[src/trig_ctrl_pkg.sv]
// shared constants and types for the output step trigger controller
package trig_ctrl_pkg;

  localparam int NCH = 4;
  localparam int NPIN = 4;
  localparam int LW = 16;
  localparam int AW = 8;

  // register map
  localparam logic [7:0] CMD_OFS    = 8'h00;
  localparam logic [7:0] STAT_OFS   = 8'h04;
  localparam logic [7:0] PINCFG_OFS = 8'h08;
  localparam logic [2:0] CH_SLOT_BASE = 3'h1;
  localparam logic [2:0] CH_MODE_IDX  = 3'h0;
  localparam logic [2:0] CH_VIMM_IDX  = 3'h1;
  localparam logic [2:0] CH_CIMM_IDX  = 3'h2;
  localparam logic [2:0] CH_VTRIG_IDX = 3'h3;
  localparam logic [2:0] CH_CTRIG_IDX = 3'h4;

  // command register fields
  localparam int CMD_INIT_LSB  = 0;
  localparam int CMD_ABORT_LSB = 4;
  localparam int CMD_IMM_LSB   = 8;
  localparam int CMD_BUS_BIT   = 12;

  // status register fields
  localparam int STAT_ARMED_LSB = 0;
  localparam int STAT_PIN_LSB   = 8;

  // per-channel mode register fields
  localparam int MODE_VSTEP_BIT = 0;
  localparam int MODE_CSTEP_BIT = 1;
  localparam int MODE_EVT_OUT_BIT = 2;
  localparam int MODE_SRC_LSB   = 4;
  localparam int MODE_IDX_LSB   = 8;

  // pin configuration fields
  localparam int PIN_IN_LSB   = 0;
  localparam int PIN_OUT_LSB  = 4;
  localparam int PIN_OSRC_LSB = 8;

  // reset values
  localparam logic [15:0]   PINCFG_RST = 16'h0000;
  localparam logic [LW-1:0] LEVEL_RST  = 16'h0000;

  localparam logic [1:0] RESP_OKAY   = 2'b00;
  localparam logic [1:0] RESP_DECERR = 2'b11;

  typedef enum logic [1:0] {SRC_BUS, SRC_PIN, SRC_CHAN, SRC_NONE} src_e;

  typedef struct packed {
    logic [1:0] idx;
    src_e       src;
    logic       step_event_output_enable;
    logic       cstep;
    logic       vstep;
  } chan_cfg_s;

  localparam chan_cfg_s CFG_RST = '{idx: 2'h0, src: SRC_BUS,
                                    step_event_output_enable: 1'b0,
                                    cstep: 1'b0, vstep: 1'b0};

  typedef struct packed {
    logic          awvalid;
    logic [AW-1:0] awaddr;
    logic          wvalid;
    logic [31:0]   wdata;
    logic [3:0]    wstrb;
    logic          bready;
    logic          arvalid;
    logic [AW-1:0] araddr;
    logic          rready;
  } axil_req_s;

  typedef struct packed {
    logic        awready;
    logic        wready;
    logic        bvalid;
    logic [1:0]  bresp;
    logic        arready;
    logic        rvalid;
    logic [31:0] rdata;
    logic [1:0]  rresp;
  } axil_rsp_s;

endpackage

[src/step_trigger_ctrl.sv]
// output step trigger controller with axi4-lite register access
//
// Contract
// - step mode trigger loads triggered level
// - fixed mode accepts triggers, setpoint kept
// - immediate trigger works for any source
// - bus source takes device trigger command
// - channel source uses that channel's trigger-out
// - every trigger system idle after reset
// - initiate moves addressed systems to initiated
// - accepted trigger returns system to idle
// - pin or channel source waits forever
// - abort returns channel to idle immediately
// - trigger-out pulse on each step when enabled
// - trigger-out feeds channels and output pins
`timescale 1ns/1ps
`default_nettype none
module step_trigger_ctrl
  import trig_ctrl_pkg::*;
(
  // clock and reset
  input  wire logic                   sys_clk,
  input  wire logic                   reset,
  // register bus
  input  wire axil_req_s              axi_req,
  output axil_rsp_s                   axi_rsp,
  // digital port pins
  input  wire logic [NPIN-1:0]        port_in,
  output logic      [NPIN-1:0]        port_out,
  output logic      [NPIN-1:0]        port_oe,
  // channel outputs
  output logic      [NCH-1:0][LW-1:0] volt_setpoint,
  output logic      [NCH-1:0][LW-1:0] curr_setpoint,
  output logic      [NCH-1:0]         chan_initiated,
  output logic      [NCH-1:0]         trig_out_evt
);

  // bus write side
  logic          aw_held_r;
  logic [AW-1:0] awaddr_r;
  logic          w_held_r;
  logic [31:0]   wdata_r;
  logic [3:0]    wstrb_r;
  logic          bvalid_r;
  logic [1:0]    bresp_r;
  // bus read side
  logic          rvalid_r;
  logic [31:0]   rdata_r;
  logic [1:0]    rresp_r;
  // configuration and pins
  logic [15:0]   pincfg_r;
  logic [NPIN-1:0] pin_s1_r;
  logic [NPIN-1:0] pin_s2_r;
  logic [NPIN-1:0] pin_s3_r;
  logic [NPIN-1:0] port_out_r;
  logic [NPIN-1:0] port_oe_r;

  // per-channel state
  chan_cfg_s     cfg_r    [NCH];
  logic [LW-1:0] vimm_r   [NCH];
  logic [LW-1:0] cimm_r   [NCH];
  logic [LW-1:0] vtrig_r  [NCH];
  logic [LW-1:0] ctrig_r  [NCH];
  logic [NCH-1:0] armed;
  logic [NCH-1:0] take;
  logic [NCH-1:0] evt_out;
  logic [31:0]   chan_rd  [NCH];
  logic [NCH-1:0] chan_rd_ok;

  function automatic logic [31:0] merge(input logic [31:0] old_v,
                                        input logic [31:0] new_v,
                                        input logic [3:0]  strb);
    logic [31:0] m;
    m = {{8{strb[3]}}, {8{strb[2]}}, {8{strb[1]}}, {8{strb[0]}}};
    merge = (old_v & ~m) | (new_v & m);
  endfunction

  // write handshake: address and data are taken in either order
  wire aw_take  = axi_req.awvalid && !aw_held_r;
  wire w_take   = axi_req.wvalid && !w_held_r;
  wire wr_fire  = aw_held_r && w_held_r && !bvalid_r;
  wire ar_take  = axi_req.arvalid && !rvalid_r;

  // write decode
  wire [2:0] w_slot   = awaddr_r[7:5];
  wire [2:0] w_reg    = awaddr_r[4:2];
  wire       w_cmd    = wr_fire && awaddr_r[7:2] == CMD_OFS[7:2];
  wire       w_stat   = awaddr_r[7:2] == STAT_OFS[7:2];
  wire       w_pincfg = wr_fire && awaddr_r[7:2] == PINCFG_OFS[7:2];
  wire       w_chan   = w_slot >= CH_SLOT_BASE
                        && w_slot < CH_SLOT_BASE + 3'(NCH) && w_reg <= CH_CTRIG_IDX;
  wire       w_ok     = w_chan || w_stat || awaddr_r[7:2] == CMD_OFS[7:2]
                        || awaddr_r[7:2] == PINCFG_OFS[7:2];
  wire [1:0] w_ch     = 2'(w_slot - CH_SLOT_BASE);
  wire [31:0] cmd_bits = merge(32'h0000_0000, wdata_r, wstrb_r);

  // command pulses, one cycle each
  wire [NCH-1:0] init_p  = w_cmd ? cmd_bits[CMD_INIT_LSB +: NCH]  : '0;
  wire [NCH-1:0] abort_p = w_cmd ? cmd_bits[CMD_ABORT_LSB +: NCH] : '0;
  wire [NCH-1:0] imm_p   = w_cmd ? cmd_bits[CMD_IMM_LSB +: NCH]   : '0;
  wire           bus_trg = w_cmd && cmd_bits[CMD_BUS_BIT];

  // pin roles: an output role wins over an input role on the same pin
  wire [NPIN-1:0] pin_out_en = pincfg_r[PIN_OUT_LSB +: NPIN];
  wire [NPIN-1:0] pin_in_en  = pincfg_r[PIN_IN_LSB +: NPIN] & ~pin_out_en;
  // s3 only delays s2, so the edge is taken from synchronised levels
  wire [NPIN-1:0] pin_rise   = pin_s2_r & ~pin_s3_r & pin_in_en;

  // read decode
  wire [2:0] r_slot = axi_req.araddr[7:5];
  wire [2:0] r_reg  = axi_req.araddr[4:2];
  wire [1:0] r_ch   = 2'(r_slot - CH_SLOT_BASE);
  wire       r_chan = r_slot >= CH_SLOT_BASE && r_slot < CH_SLOT_BASE + 3'(NCH);
  wire       r_cmd  = axi_req.araddr[7:2] == CMD_OFS[7:2];
  wire       r_stat = axi_req.araddr[7:2] == STAT_OFS[7:2];
  wire       r_pin  = axi_req.araddr[7:2] == PINCFG_OFS[7:2];
  wire [31:0] stat_word = {20'h00000, pin_s2_r, 4'h0, armed};
  wire       r_ok   = r_cmd || r_stat || r_pin || (r_chan && chan_rd_ok[r_ch]);
  wire [31:0] rd_word = r_stat ? stat_word
                      : r_pin ? {16'h0000, pincfg_r}
                      : (r_chan && chan_rd_ok[r_ch]) ? chan_rd[r_ch]
                      : 32'h0000_0000;

  always_ff @(posedge sys_clk)
  begin
    if (reset)
    begin
      aw_held_r <= 1'b0;
      awaddr_r  <= '0;
      w_held_r  <= 1'b0;
      wdata_r   <= 32'h0000_0000;
      wstrb_r   <= 4'h0;
      bvalid_r  <= 1'b0;
      bresp_r   <= RESP_OKAY;
    end
    else
    begin
      if (aw_take)
      begin
        aw_held_r <= 1'b1;
        awaddr_r  <= axi_req.awaddr;
      end
      if (w_take)
      begin
        w_held_r <= 1'b1;
        wdata_r  <= axi_req.wdata;
        wstrb_r  <= axi_req.wstrb;
      end
      if (wr_fire)
      begin
        aw_held_r <= 1'b0;
        w_held_r  <= 1'b0;
        bvalid_r  <= 1'b1;
        bresp_r   <= w_ok ? RESP_OKAY : RESP_DECERR;
      end
      else if (bvalid_r && axi_req.bready)
        bvalid_r <= 1'b0;
    end
  end

  always_ff @(posedge sys_clk)
  begin
    if (reset)
    begin
      rvalid_r <= 1'b0;
      rdata_r  <= 32'h0000_0000;
      rresp_r  <= RESP_OKAY;
    end
    else if (ar_take)
    begin
      rvalid_r <= 1'b1;
      rdata_r  <= rd_word;
      rresp_r  <= r_ok ? RESP_OKAY : RESP_DECERR;
    end
    else if (rvalid_r && axi_req.rready)
      rvalid_r <= 1'b0;
  end

  always_ff @(posedge sys_clk)
  begin
    if (reset)
      pincfg_r <= PINCFG_RST;
    else if (w_pincfg)
      pincfg_r <= 16'(merge({16'h0000, pincfg_r}, wdata_r, wstrb_r));
  end

  // pin synchronisers and trigger-out drive
  always_ff @(posedge sys_clk)
  begin
    if (reset)
    begin
      pin_s1_r   <= '0;
      pin_s2_r   <= '0;
      pin_s3_r   <= '0;
      port_out_r <= '0;
      port_oe_r  <= '0;
    end
    else
    begin
      pin_s1_r  <= port_in;
      pin_s2_r  <= pin_s1_r;
      pin_s3_r  <= pin_s2_r;
      port_oe_r <= pin_out_en;
      for (int p = 0; p < NPIN; p++)
        port_out_r[p] <= pin_out_en[p]
                         && evt_out[pincfg_r[PIN_OSRC_LSB + 2*p +: 2]];
    end
  end

  genvar c;
  generate
    for (c = 0; c < NCH; c++)
    begin : g_ch
      wire       sel    = wr_fire && w_chan && w_ch == 2'(c);
      wire [31:0] cfg_w = {22'h000000, cfg_r[c].idx, 2'b00, cfg_r[c].src, 1'b0,
                           cfg_r[c].step_event_output_enable, cfg_r[c].cstep, cfg_r[c].vstep};
      wire [31:0] cfg_m = merge(cfg_w, wdata_r, wstrb_r);
      wire [1:0] idx    = cfg_r[c].idx;
      wire       src_hit = (cfg_r[c].src == SRC_BUS && bus_trg)
                         || (cfg_r[c].src == SRC_PIN && pin_rise[idx])
                         || (cfg_r[c].src == SRC_CHAN && evt_out[idx]);
      wire       trig   = src_hit || imm_p[c];
      wire       vload  = take[c] && cfg_r[c].vstep;
      wire       cload  = take[c] && cfg_r[c].cstep;

      always_ff @(posedge sys_clk)
      begin
        if (reset)
        begin
          cfg_r[c]   <= CFG_RST;
          vimm_r[c]  <= LEVEL_RST;
          cimm_r[c]  <= LEVEL_RST;
          vtrig_r[c] <= LEVEL_RST;
          ctrig_r[c] <= LEVEL_RST;
        end
        else
        begin
          if (sel && w_reg == CH_MODE_IDX)
          begin
            cfg_r[c].vstep   <= cfg_m[MODE_VSTEP_BIT];
            cfg_r[c].cstep   <= cfg_m[MODE_CSTEP_BIT];
            cfg_r[c].step_event_output_enable <= cfg_m[MODE_EVT_OUT_BIT];
            cfg_r[c].src     <= src_e'(cfg_m[MODE_SRC_LSB +: 2]);
            cfg_r[c].idx     <= cfg_m[MODE_IDX_LSB +: 2];
          end
          if (sel && w_reg == CH_VTRIG_IDX)
            vtrig_r[c] <= LW'(merge({16'h0000, vtrig_r[c]}, wdata_r, wstrb_r));
          if (sel && w_reg == CH_CTRIG_IDX)
            ctrig_r[c] <= LW'(merge({16'h0000, ctrig_r[c]}, wdata_r, wstrb_r));
          // a step outranks a software write landing in the same cycle
          if (vload)
            vimm_r[c] <= vtrig_r[c];
          else if (sel && w_reg == CH_VIMM_IDX)
            vimm_r[c] <= LW'(merge({16'h0000, vimm_r[c]}, wdata_r, wstrb_r));
          if (cload)
            cimm_r[c] <= ctrig_r[c];
          else if (sel && w_reg == CH_CIMM_IDX)
            cimm_r[c] <= LW'(merge({16'h0000, cimm_r[c]}, wdata_r, wstrb_r));
        end
      end

      chan_step_fsm u_fsm (
        .sys_clk      (sys_clk),
        .reset        (reset),
        .initiate     (init_p[c]),
        .abort        (abort_p[c]),
        .trigger      (trig),
        .step_capable (cfg_r[c].vstep || cfg_r[c].cstep),
        .evt_out_en   (cfg_r[c].step_event_output_enable),
        .armed        (armed[c]),
        .take_r       (take[c]),
        .evt_out_r    (evt_out[c])
      );

      assign chan_rd_ok[c] = r_reg <= CH_CTRIG_IDX;
      assign chan_rd[c] = r_reg == CH_MODE_IDX  ? cfg_w
                        : r_reg == CH_VIMM_IDX  ? {16'h0000, vimm_r[c]}
                        : r_reg == CH_CIMM_IDX  ? {16'h0000, cimm_r[c]}
                        : r_reg == CH_VTRIG_IDX ? {16'h0000, vtrig_r[c]}
                        : r_reg == CH_CTRIG_IDX ? {16'h0000, ctrig_r[c]}
                        : 32'h0000_0000;
      assign volt_setpoint[c] = vimm_r[c];
      assign curr_setpoint[c] = cimm_r[c];
    end
  endgenerate

  assign chan_initiated = armed;
  assign trig_out_evt   = evt_out;
  assign port_out       = port_out_r;
  assign port_oe        = port_oe_r;

  assign axi_rsp.awready = !aw_held_r;
  assign axi_rsp.wready  = !w_held_r;
  assign axi_rsp.bvalid  = bvalid_r;
  assign axi_rsp.bresp   = bresp_r;
  assign axi_rsp.arready = !rvalid_r;
  assign axi_rsp.rvalid  = rvalid_r;
  assign axi_rsp.rdata   = rdata_r;
  assign axi_rsp.rresp   = rresp_r;

endmodule
`default_nettype wire

[src/chan_step_fsm.sv]
// idle / initiated sequencer of one channel's transient system
`timescale 1ns/1ps
`default_nettype none
module chan_step_fsm
  import trig_ctrl_pkg::*;
(
  // clock and reset
  input  wire logic sys_clk,
  input  wire logic reset,
  // commands and triggers
  input  wire logic initiate,
  input  wire logic abort,
  input  wire logic trigger,
  input  wire logic step_capable,
  input  wire logic evt_out_en,
  // results
  output logic      armed,
  output logic      take_r,
  output logic      evt_out_r
);

  typedef enum logic {IDLE, ARMED} fsm_e;

  fsm_e state_r;
  fsm_e state_nxt;
  logic accept;

  // only an armed system takes a trigger; abort beats a same-cycle trigger
  assign accept = (state_r == ARMED) && trigger && !abort;

  always_comb
  begin
    state_nxt = state_r;
    case (state_r)
      IDLE:
      begin
        if (initiate && !abort)
          state_nxt = ARMED;
      end
      ARMED:
      begin
        // no timeout: stays here until a trigger or an abort
        if (abort)
          state_nxt = IDLE;
        else if (trigger)
          state_nxt = IDLE;
      end
      default:
        state_nxt = IDLE;
    endcase
  end

  always_ff @(posedge sys_clk)
  begin
    if (reset)
    begin
      state_r <= IDLE;
      take_r  <= 1'b0;
      evt_out_r <= 1'b0;
    end
    else
    begin
      state_r <= state_nxt;
      take_r  <= accept;
      evt_out_r <= accept && step_capable && evt_out_en;
    end
  end

  assign armed = (state_r == ARMED);

endmodule
`default_nettype wire

[config.mk]
export PLATFORM = sky130hd
export DESIGN_NAME = step_trigger_ctrl
export DESIGN_NICKNAME = d
export VERILOG_FILES = /design/src/trig_ctrl_pkg.sv /design/src/step_trigger_ctrl.sv /design/src/chan_step_fsm.sv
export SDC_FILE = /design/constraint.sdc
export NUM_CORES = 1
export LEC_CHECK = 0
export ABC_AREA = 1
export ABC_CLOCK_PERIOD_IN_PS = 3200
export BUFFER_PORTS_ARGS = -buffer_cell sky130_fd_sc_hd__clkbuf_2
export CORE_MARGIN = 2
export CORE_UTILIZATION = 53
export DETAILED_ROUTE_END_ITERATION = 8
export HOLD_SLACK_MARGIN = 0.02
export PLACE_DENSITY = 0.77
export SYNTH_ARGS = -nofsm -noshare
export SYNTH_HDL_FRONTEND = slang
export SYNTH_SLANG_ARGS = --single-unit
[constraint.sdc]
create_clock -name sys_clk -period 3.2 [get_ports sys_clk]
set_clock_uncertainty 0.2 [all_clocks]
set_input_delay 0.64 -clock sys_clk [delete_from_list [all_inputs] [get_ports sys_clk]]
set_output_delay 0.64 -clock sys_clk [all_outputs]
set_load 0.01 [all_outputs]
Yosys cells after proc, flatten, opt, wreduce, memory -nomap -nowiden
Memories as Yosys holds them, arrays and structs flattened.
Index checks and enable logic that the tools add are counted.
{"block": "op_classes", "addsub": 2, "n_mul": 0, "div": 0, "n_lt_le_gt_ge": 16, "n_eq_ne": 23, "shifts": 0, "n_mux": 215, "bitwise": 98, "n_reduce_logical": 125}
{"op": "16-bit two-way mux", "n": 44}
{"op": "16-bit bitwise AND", "n": 18}
{"op": "16-bit OR", "n": 17}
{"op": "32-bit two-way mux", "n": 5}
{"op": "1-bit two-way mux", "n": 135}
{"op": "1-bit logical AND", "n": 83}
{"op": "32-bit binary-select mux with 2-bit select", "n": 1}
{"op": "1-bit OR", "n": 44}
{"op": "10-bit bitwise AND", "n": 4}
{"op": "10-bit OR", "n": 4}
{"op": "2-bit by 3-bit less-than comparator with 1-bit output (second input constant)", "n": 9}
{"op": "1-bit binary-select mux with 2-bit select", "n": 13}
{"op": "1-bit logical OR", "n": 22}
{"op": "2-bit two-way mux", "n": 10}
{"op": "16-bit inverter", "n": 1}
{"op": "4-bit bitwise AND", "n": 3}
{"op": "2-bit == test (second input constant)", "n": 6}
{"op": "3-bit by 2-bit == test with 1-bit output (second input constant)", "n": 4}
{"op": "6-bit by 1-bit == test with 1-bit output (second input constant)", "n": 2}
{"op": "6-bit by 2-bit == test with 1-bit output (second input constant)", "n": 2}
{"op": "6-bit zero test", "n": 2}
{"op": "4-bit two-way mux", "n": 3}
{"op": "2-bit by 1-bit == test with 1-bit output (second input constant)", "n": 5}
{"op": "2-bit zero test", "n": 5}
{"op": "other kinds (15)", "n": 37}
{"block": "word_totals", "reg_bits": 114, "latch_bits": 0, "ram_bits": 284, "romBits": 0, "in_bits": 63, "out_inout_bits": 185, "wordCells": 512, "mem_count": 5}
{"memory": "cimm_r", "depth": 4, "width": 16, "rd": 4, "rd_clocked_by_memory_dff": 0, "write_ports": 4, "line": "step_trigger_ctrl.sv:61", "rtl": "logic [LW-1:0] cimm_r [NCH];"}
{"memory": "ctrig_r", "depth": 4, "width": 16, "rd": 4, "rd_clocked_by_memory_dff": 0, "write_ports": 4, "line": "step_trigger_ctrl.sv:63", "rtl": "logic [LW-1:0] ctrig_r [NCH];"}
{"memory": "vimm_r", "depth": 4, "width": 16, "rd": 4, "rd_clocked_by_memory_dff": 0, "write_ports": 4, "line": "step_trigger_ctrl.sv:60", "rtl": "logic [LW-1:0] vimm_r [NCH];"}
{"memory": "vtrig_r", "depth": 4, "width": 16, "rd": 4, "rd_clocked_by_memory_dff": 0, "write_ports": 4, "line": "step_trigger_ctrl.sv:62", "rtl": "logic [LW-1:0] vtrig_r [NCH];"}
{"memory": "cfg_r", "depth": 4, "width": 7, "rd": 4, "rd_clocked_by_memory_dff": 0, "write_ports": 4, "line": "step_trigger_ctrl.sv:59", "rtl": "chan_cfg_s cfg_r [NCH];"}

Depth between registers and ports, before layout
{"block": "logic_depth", "depth_word": 13, "mapped_depth": 13, "ltp_nobuf": 12}

Hierarchy
A second synthesis with hierarchy kept.
{"block": "hier_totals", "hier_cells": 2356, "area_unflattened_um2": 19304.8}
{"mod": "step_trigger_ctrl", "instances": 1, "cells_per_inst": 2304, "area_per_inst_um2": 18889.4, "seq_area_each_um2": 10169.8}
{"mod": "chan_step_fsm", "instances": 4, "cells_per_inst": 13, "area_per_inst_um2": 103.8, "seq_area_each_um2": 60.1}

Worst setup path after synthesis
No wires, ideal clock.
{"block": "synth_path", "path_kind": "reg-to-reg", "start": "register awaddr_r[6]", "end": "memory ctrig_r[1][0], enable pin", "setup_ps": 411, "arrival_ps": 2378, "t_required_ps": 2589, "path_slack_ps": 211, "stages_incl_launch_ff": 9, "n_path_buf": 0, "period_less_slack_ps": 2989, "path_cell_list": "dfxtp_1 -> inv_2 -> nand2_1 -> nor2_1 -> nor3_2 -> nand2_2 -> nor3_2 -> inv_2 -> o21ai_0"}
{"element": "start, declared", "line": "step_trigger_ctrl.sv:40", "rtl": "logic [AW-1:0] awaddr_r;"}
{"element": "start signal, assigned", "line": "step_trigger_ctrl.sv:141", "rtl": "awaddr_r <= axi_req.awaddr;"}
{"element": "end, declared", "line": "step_trigger_ctrl.sv:63"}

==> metrics.cfg <==
[timing]
worst_pin_slew_ns=1.157
final.min_clock_period_ns=2.884
hold_slack_ns=0.07071
finalSetupTns_ns=0
grt_setup_unrepaired=false
max_fclk_mhz=346.7
report.final.setup_viol=0
slew_headroom=0.2255
final-hold-violation-count=0
timing.final.crit_share=0.9013
slew_violations=0

[floorplanning]
io_pins=248
die_area_um2=38230
die_height_um=195.5
floorplan.rows=70
initial_util=0.5349
die_width_um=195.5
area_of_the_core_um2=36350

[worst_setup_path]
timing.critical_path.to_type=flip-flop
worst_path_largest_cell_delay_ns=0.43
timing.setup.critical_path_class=reg2reg
crit_fanout=6
critical_path.cell_chain=inv_1, nor2_1, nand2_1, inv_1, nand2_2, inv_2, nand3_2, nor3_2, nor2_1, a21oi_1, buf_4
worst-path-buf-inv=4
cp_top_family=simple AND/OR/NAND/NOR gates
cp-start-kind=flip-flop
cp_slowest_cell=sky130_fd_sc_hd__a21oi_1
cp.required_ns=3.27
timing.critical_path.arrival_ns=2.96

[routing]
detailroute.via_count=19110
post_drt_wl_per_cell_um=24.09
vias_per_cell=6.365
detail-route-antenna-nets=0
route.final.wire_length_um=72320
drt_drc=2
iteration_0_drc_count_of_the_detailed_router=3036
drt_first_pass_iters=9

[cells_and_area]
syn2layout_area_growth_pct=15.76
drive_above_1_share=0.1587
final_nets=2567

[outcome]
failing_checks=DRC
result_of_the_run=finished with violations

[power]
seq_power_share=0.488
swShare=0.2668
power_leakage_nw=9.461
power.share.clock=0.402
power.combinational.fraction=0.109
power-per-cell-area_nw_per_um2=508.6
net-switching-power_mw=3.054
peakVddDrop_mv=0.3604
power_report.internal_total_mw=8.394

[yosys]
synthCells=2302
postSynthAreaPerCell_um2=8.446
synth_sequential_area_ratio=0.5354
synthesis.area_um2=19440
yosys.cell_types.count=35
yosysWarnings=0
postSynthRegisterBits=378

[global_route]
grt_antenna_before_repair=0
grt_usage=0.3702
via_count_of_the_first_global_routing_pass=17820
overflow_left_after_global_routing=0
wire_length_of_the_first_global_routing_pass_um=106300
grt_start_max_net_pins=85

[clock_network]
insertion_delay_ns=0.56
cts_hold_repair.buffers=0
clock_sink_count=378
number_of_post_cts_setup_repair_buffers=0
tritoncts=done
htree_levels=2
clock-root-buffer=sky130_fd_sc_hd__clkbuf_16
cts.path.max_buffers=3
post_cts.resized_instances=0
number_of_cts_inserted_buffers=41
cts.clk_slew.worst_paths_ns=0.06

[place]
hpwl_um=49820
port-buffer-count=209
globalplace.congestion=0.9731

[run]
cap_viol_max_count=0

[min_path]
hold_path.class=in2reg

==> kinds of logic (layout without fill, tap and decap cells) <==
| logic type | after synthesis | count (layout) | synth area share |
|---|---|---|---|
| compound gates | 593 | 593 | 0.1674 |
| other cells | 1 | 17 | 0.0001929 |
| fa+ha+maj | 1 | 1 | 0.0006434 |
| simple gates | 913 | 913 | 0.2072 |
| buf+inv | 416 | 632 | 0.08912 |
| flops | 378 | 378 | 0.5354 |
==> Yosys cell counts <==
cell type / count / share of area
sky130_fd_sc_hd__nor2_1: 288 / 0.056
sky130_fd_sc_hd__edfxtp_1: 284 / 0.44
sky130_fd_sc_hd__nand2_1: 271 / 0.052
sky130_fd_sc_hd__nand3_1: 255 / 0.066
sky130_fd_sc_hd__a21oi_1: 245 / 0.063
sky130_fd_sc_hd__inv_1: 227 / 0.044
sky130_fd_sc_hd__o21ai_0: 202 / 0.052
sky130_fd_sc_hd__clkbuf_1: 98 / 0.019
sky130_fd_sc_hd__dfxtp_1: 94 / 0.097
sky130_fd_sc_hd__nand4_1: 67 / 0.022
sky130_fd_sc_hd__o22ai_1: 64 / 0.021
sky130_fd_sc_hd__o21bai_1: 32 / 0.012
sky130_fd_sc_hd__a22oi_1: 31 / 0.012
sky130_fd_sc_hd__buf_4: 30 / 0.012
sky130_fd_sc_hd__buf_2: 23 / 0.0059
sky130_fd_sc_hd__buf_1: 18 / 0.0035
sky130_fd_sc_hd__nor3_1: 11 / 0.0028
sky130_fd_sc_hd__o211ai_1: 9 / 0.0035
sky130_fd_sc_hd__clkinv_1: 8 / 0.0015
sky130_fd_sc_hd__inv_2: 8 / 0.0015
sky130_fd_sc_hd__nand2_2: 5 / 0.0016
sky130_fd_sc_hd__nand3b_1: 5 / 0.0019
sky130_fd_sc_hd__nor3_2: 5 / 0.0026
sky130_fd_sc_hd__a21boi_0: 4 / 0.0015
sky130_fd_sc_hd__buf_6: 4 / 0.0023
sky130_fd_sc_hd__a211oi_1: 3 / 0.0012
sky130_fd_sc_hd__nor2_4: 2 / 0.0012
sky130_fd_sc_hd__nor4_1: 2 / 0.00064
sky130_fd_sc_hd__a22oi_2: 1 / 0.00064
sky130_fd_sc_hd__conb_1: 1 / 0.00019
sky130_fd_sc_hd__ha_1: 1 / 0.00064
sky130_fd_sc_hd__nand3_2: 1 / 0.00051
sky130_fd_sc_hd__nor3_4: 1 / 0.00084
sky130_fd_sc_hd__o21a_1: 1 / 0.00039
sky130_fd_sc_hd__o21ai_1: 1 / 0.00026
==> placed cells by master, fill, tap and decap left out, types with 2 or more instances in the layout <==
cell type	synthesis	final
sky130_fd_sc_hd__nand3_1	255	254
sky130_fd_sc_hd__o21ai_0	202	196
sky130_fd_sc_hd__bufinv_16	0	2
sky130_fd_sc_hd__inv_2	8	10
sky130_fd_sc_hd__nor2_4	2	4
sky130_fd_sc_hd__edfxtp_1	284	284
sky130_fd_sc_hd__clkbuf_1	98	9
sky130_fd_sc_hd__nand3b_1	5	5
sky130_fd_sc_hd__nor3_1	11	11
sky130_fd_sc_hd__nor3_2	5	5
sky130_fd_sc_hd__buf_4	30	100
sky130_fd_sc_hd__clkinv_2	0	6
sky130_fd_sc_hd__nand2_1	271	271
sky130_fd_sc_hd__a22oi_1	31	31
sky130_fd_sc_hd__nor2_1	288	286
sky130_fd_sc_hd__nand3_2	1	2
sky130_fd_sc_hd__inv_1	227	226
sky130_fd_sc_hd__o21ai_1	1	7
sky130_fd_sc_hd__clkinv_4	0	2
sky130_fd_sc_hd__nand2_2	5	5
sky130_fd_sc_hd__a21oi_1	245	245
sky130_fd_sc_hd__conb_1	1	16
sky130_fd_sc_hd__o21bai_1	32	32
sky130_fd_sc_hd__o22ai_1	64	64
sky130_fd_sc_hd__clkbuf_2	0	209
sky130_fd_sc_hd__o211ai_1	9	9
sky130_fd_sc_hd__dfxtp_1	94	94
sky130_fd_sc_hd__buf_12	0	8
sky130_fd_sc_hd__a211oi_1	3	3
sky130_fd_sc_hd__inv_4	0	3
sky130_fd_sc_hd__nand4_1	67	67
sky130_fd_sc_hd__a21boi_0	4	4
sky130_fd_sc_hd__clkbuf_16	0	42
sky130_fd_sc_hd__nor4_1	2	2
sky130_fd_sc_hd__clkinv_1	8	13
==> power groups by stage <==
stage | Combinational [mW] | Clock, mW | Sequential (mW)
after detailed placement | 1.20 | 0 | 5.69
after floorplan | 0.689 | 0 | 5.66
after global routing | 1.32 | 4.77 | 5.60
after global placement | 1.18 | 0 | 5.68
after CTS | 1.20 | 4.59 | 5.58
final | 1.25 | 4.60 | 5.59
==> per-layer routing <==
| layer | up-vias | share of wire | track usage | routed length [um] |
|---|---|---|---|---|
| li1 | 8366 | - | - | - |
| met1 | 8855 | 0.35 | 0.4858 | 25190 |
| met2 | 1601 | 0.44 | 0.5628 | 31630 |
| met3 | 287 | 0.15 | 0.08912 | 10800 |
| met4 | 0 | 0.065 | 0.2135 | 4690 |
| met5 | - | 0 | 0 | 0 |
==> tightest hold or removal path, cell delays in order <==
cell                       delay, ns
sky130_fd_sc_hd__clkbuf_2       0.08
sky130_fd_sc_hd__inv_1          0.04
sky130_fd_sc_hd__nor2_1         0.03
==> final cells by class <==
cell class              instances  area (um2)
diodes                          1       2.502
clock buffers                  53        1104
clock inverters                20       165.2
fillers                      3130       13840
inverters                     243       912.1
multi-input cells            1523        7377
flip-flops and latches        378       10410
well taps                     468       585.6
repair buffers                316        1952
==> final timing paths <==
check	from	to	slack [ns]	cells past startpoint
setup / recovery	w_held_r	flip-flop	0.32	11
hold / removal	port_in[3]	pin_s1_r[3]	0.07	3
setup reg to reg	w_held_r	flip-flop	0.32	11
hold reg to reg	pin_s1_r[0]	pin_s2_r[0]	0.20	2
==> metrics by stage <==
stage	util	instance area (um2)	std cells	worst slack, ns	power [mW]
after floorplan	-	19500	2317	0.2111	6.347
after global placement	0.5843	21240	2928	0.3213	6.854
after detailed placement	0.5843	21240	2928	0.2852	6.882
after CTS	0.6192	22510	3001	0.4096	11.38
after global routing	0.6192	22510	3001	0.1706	11.69
final	0.6192	22510	3002	0.3159	11.45
Power figures use the tool's default switching activity.
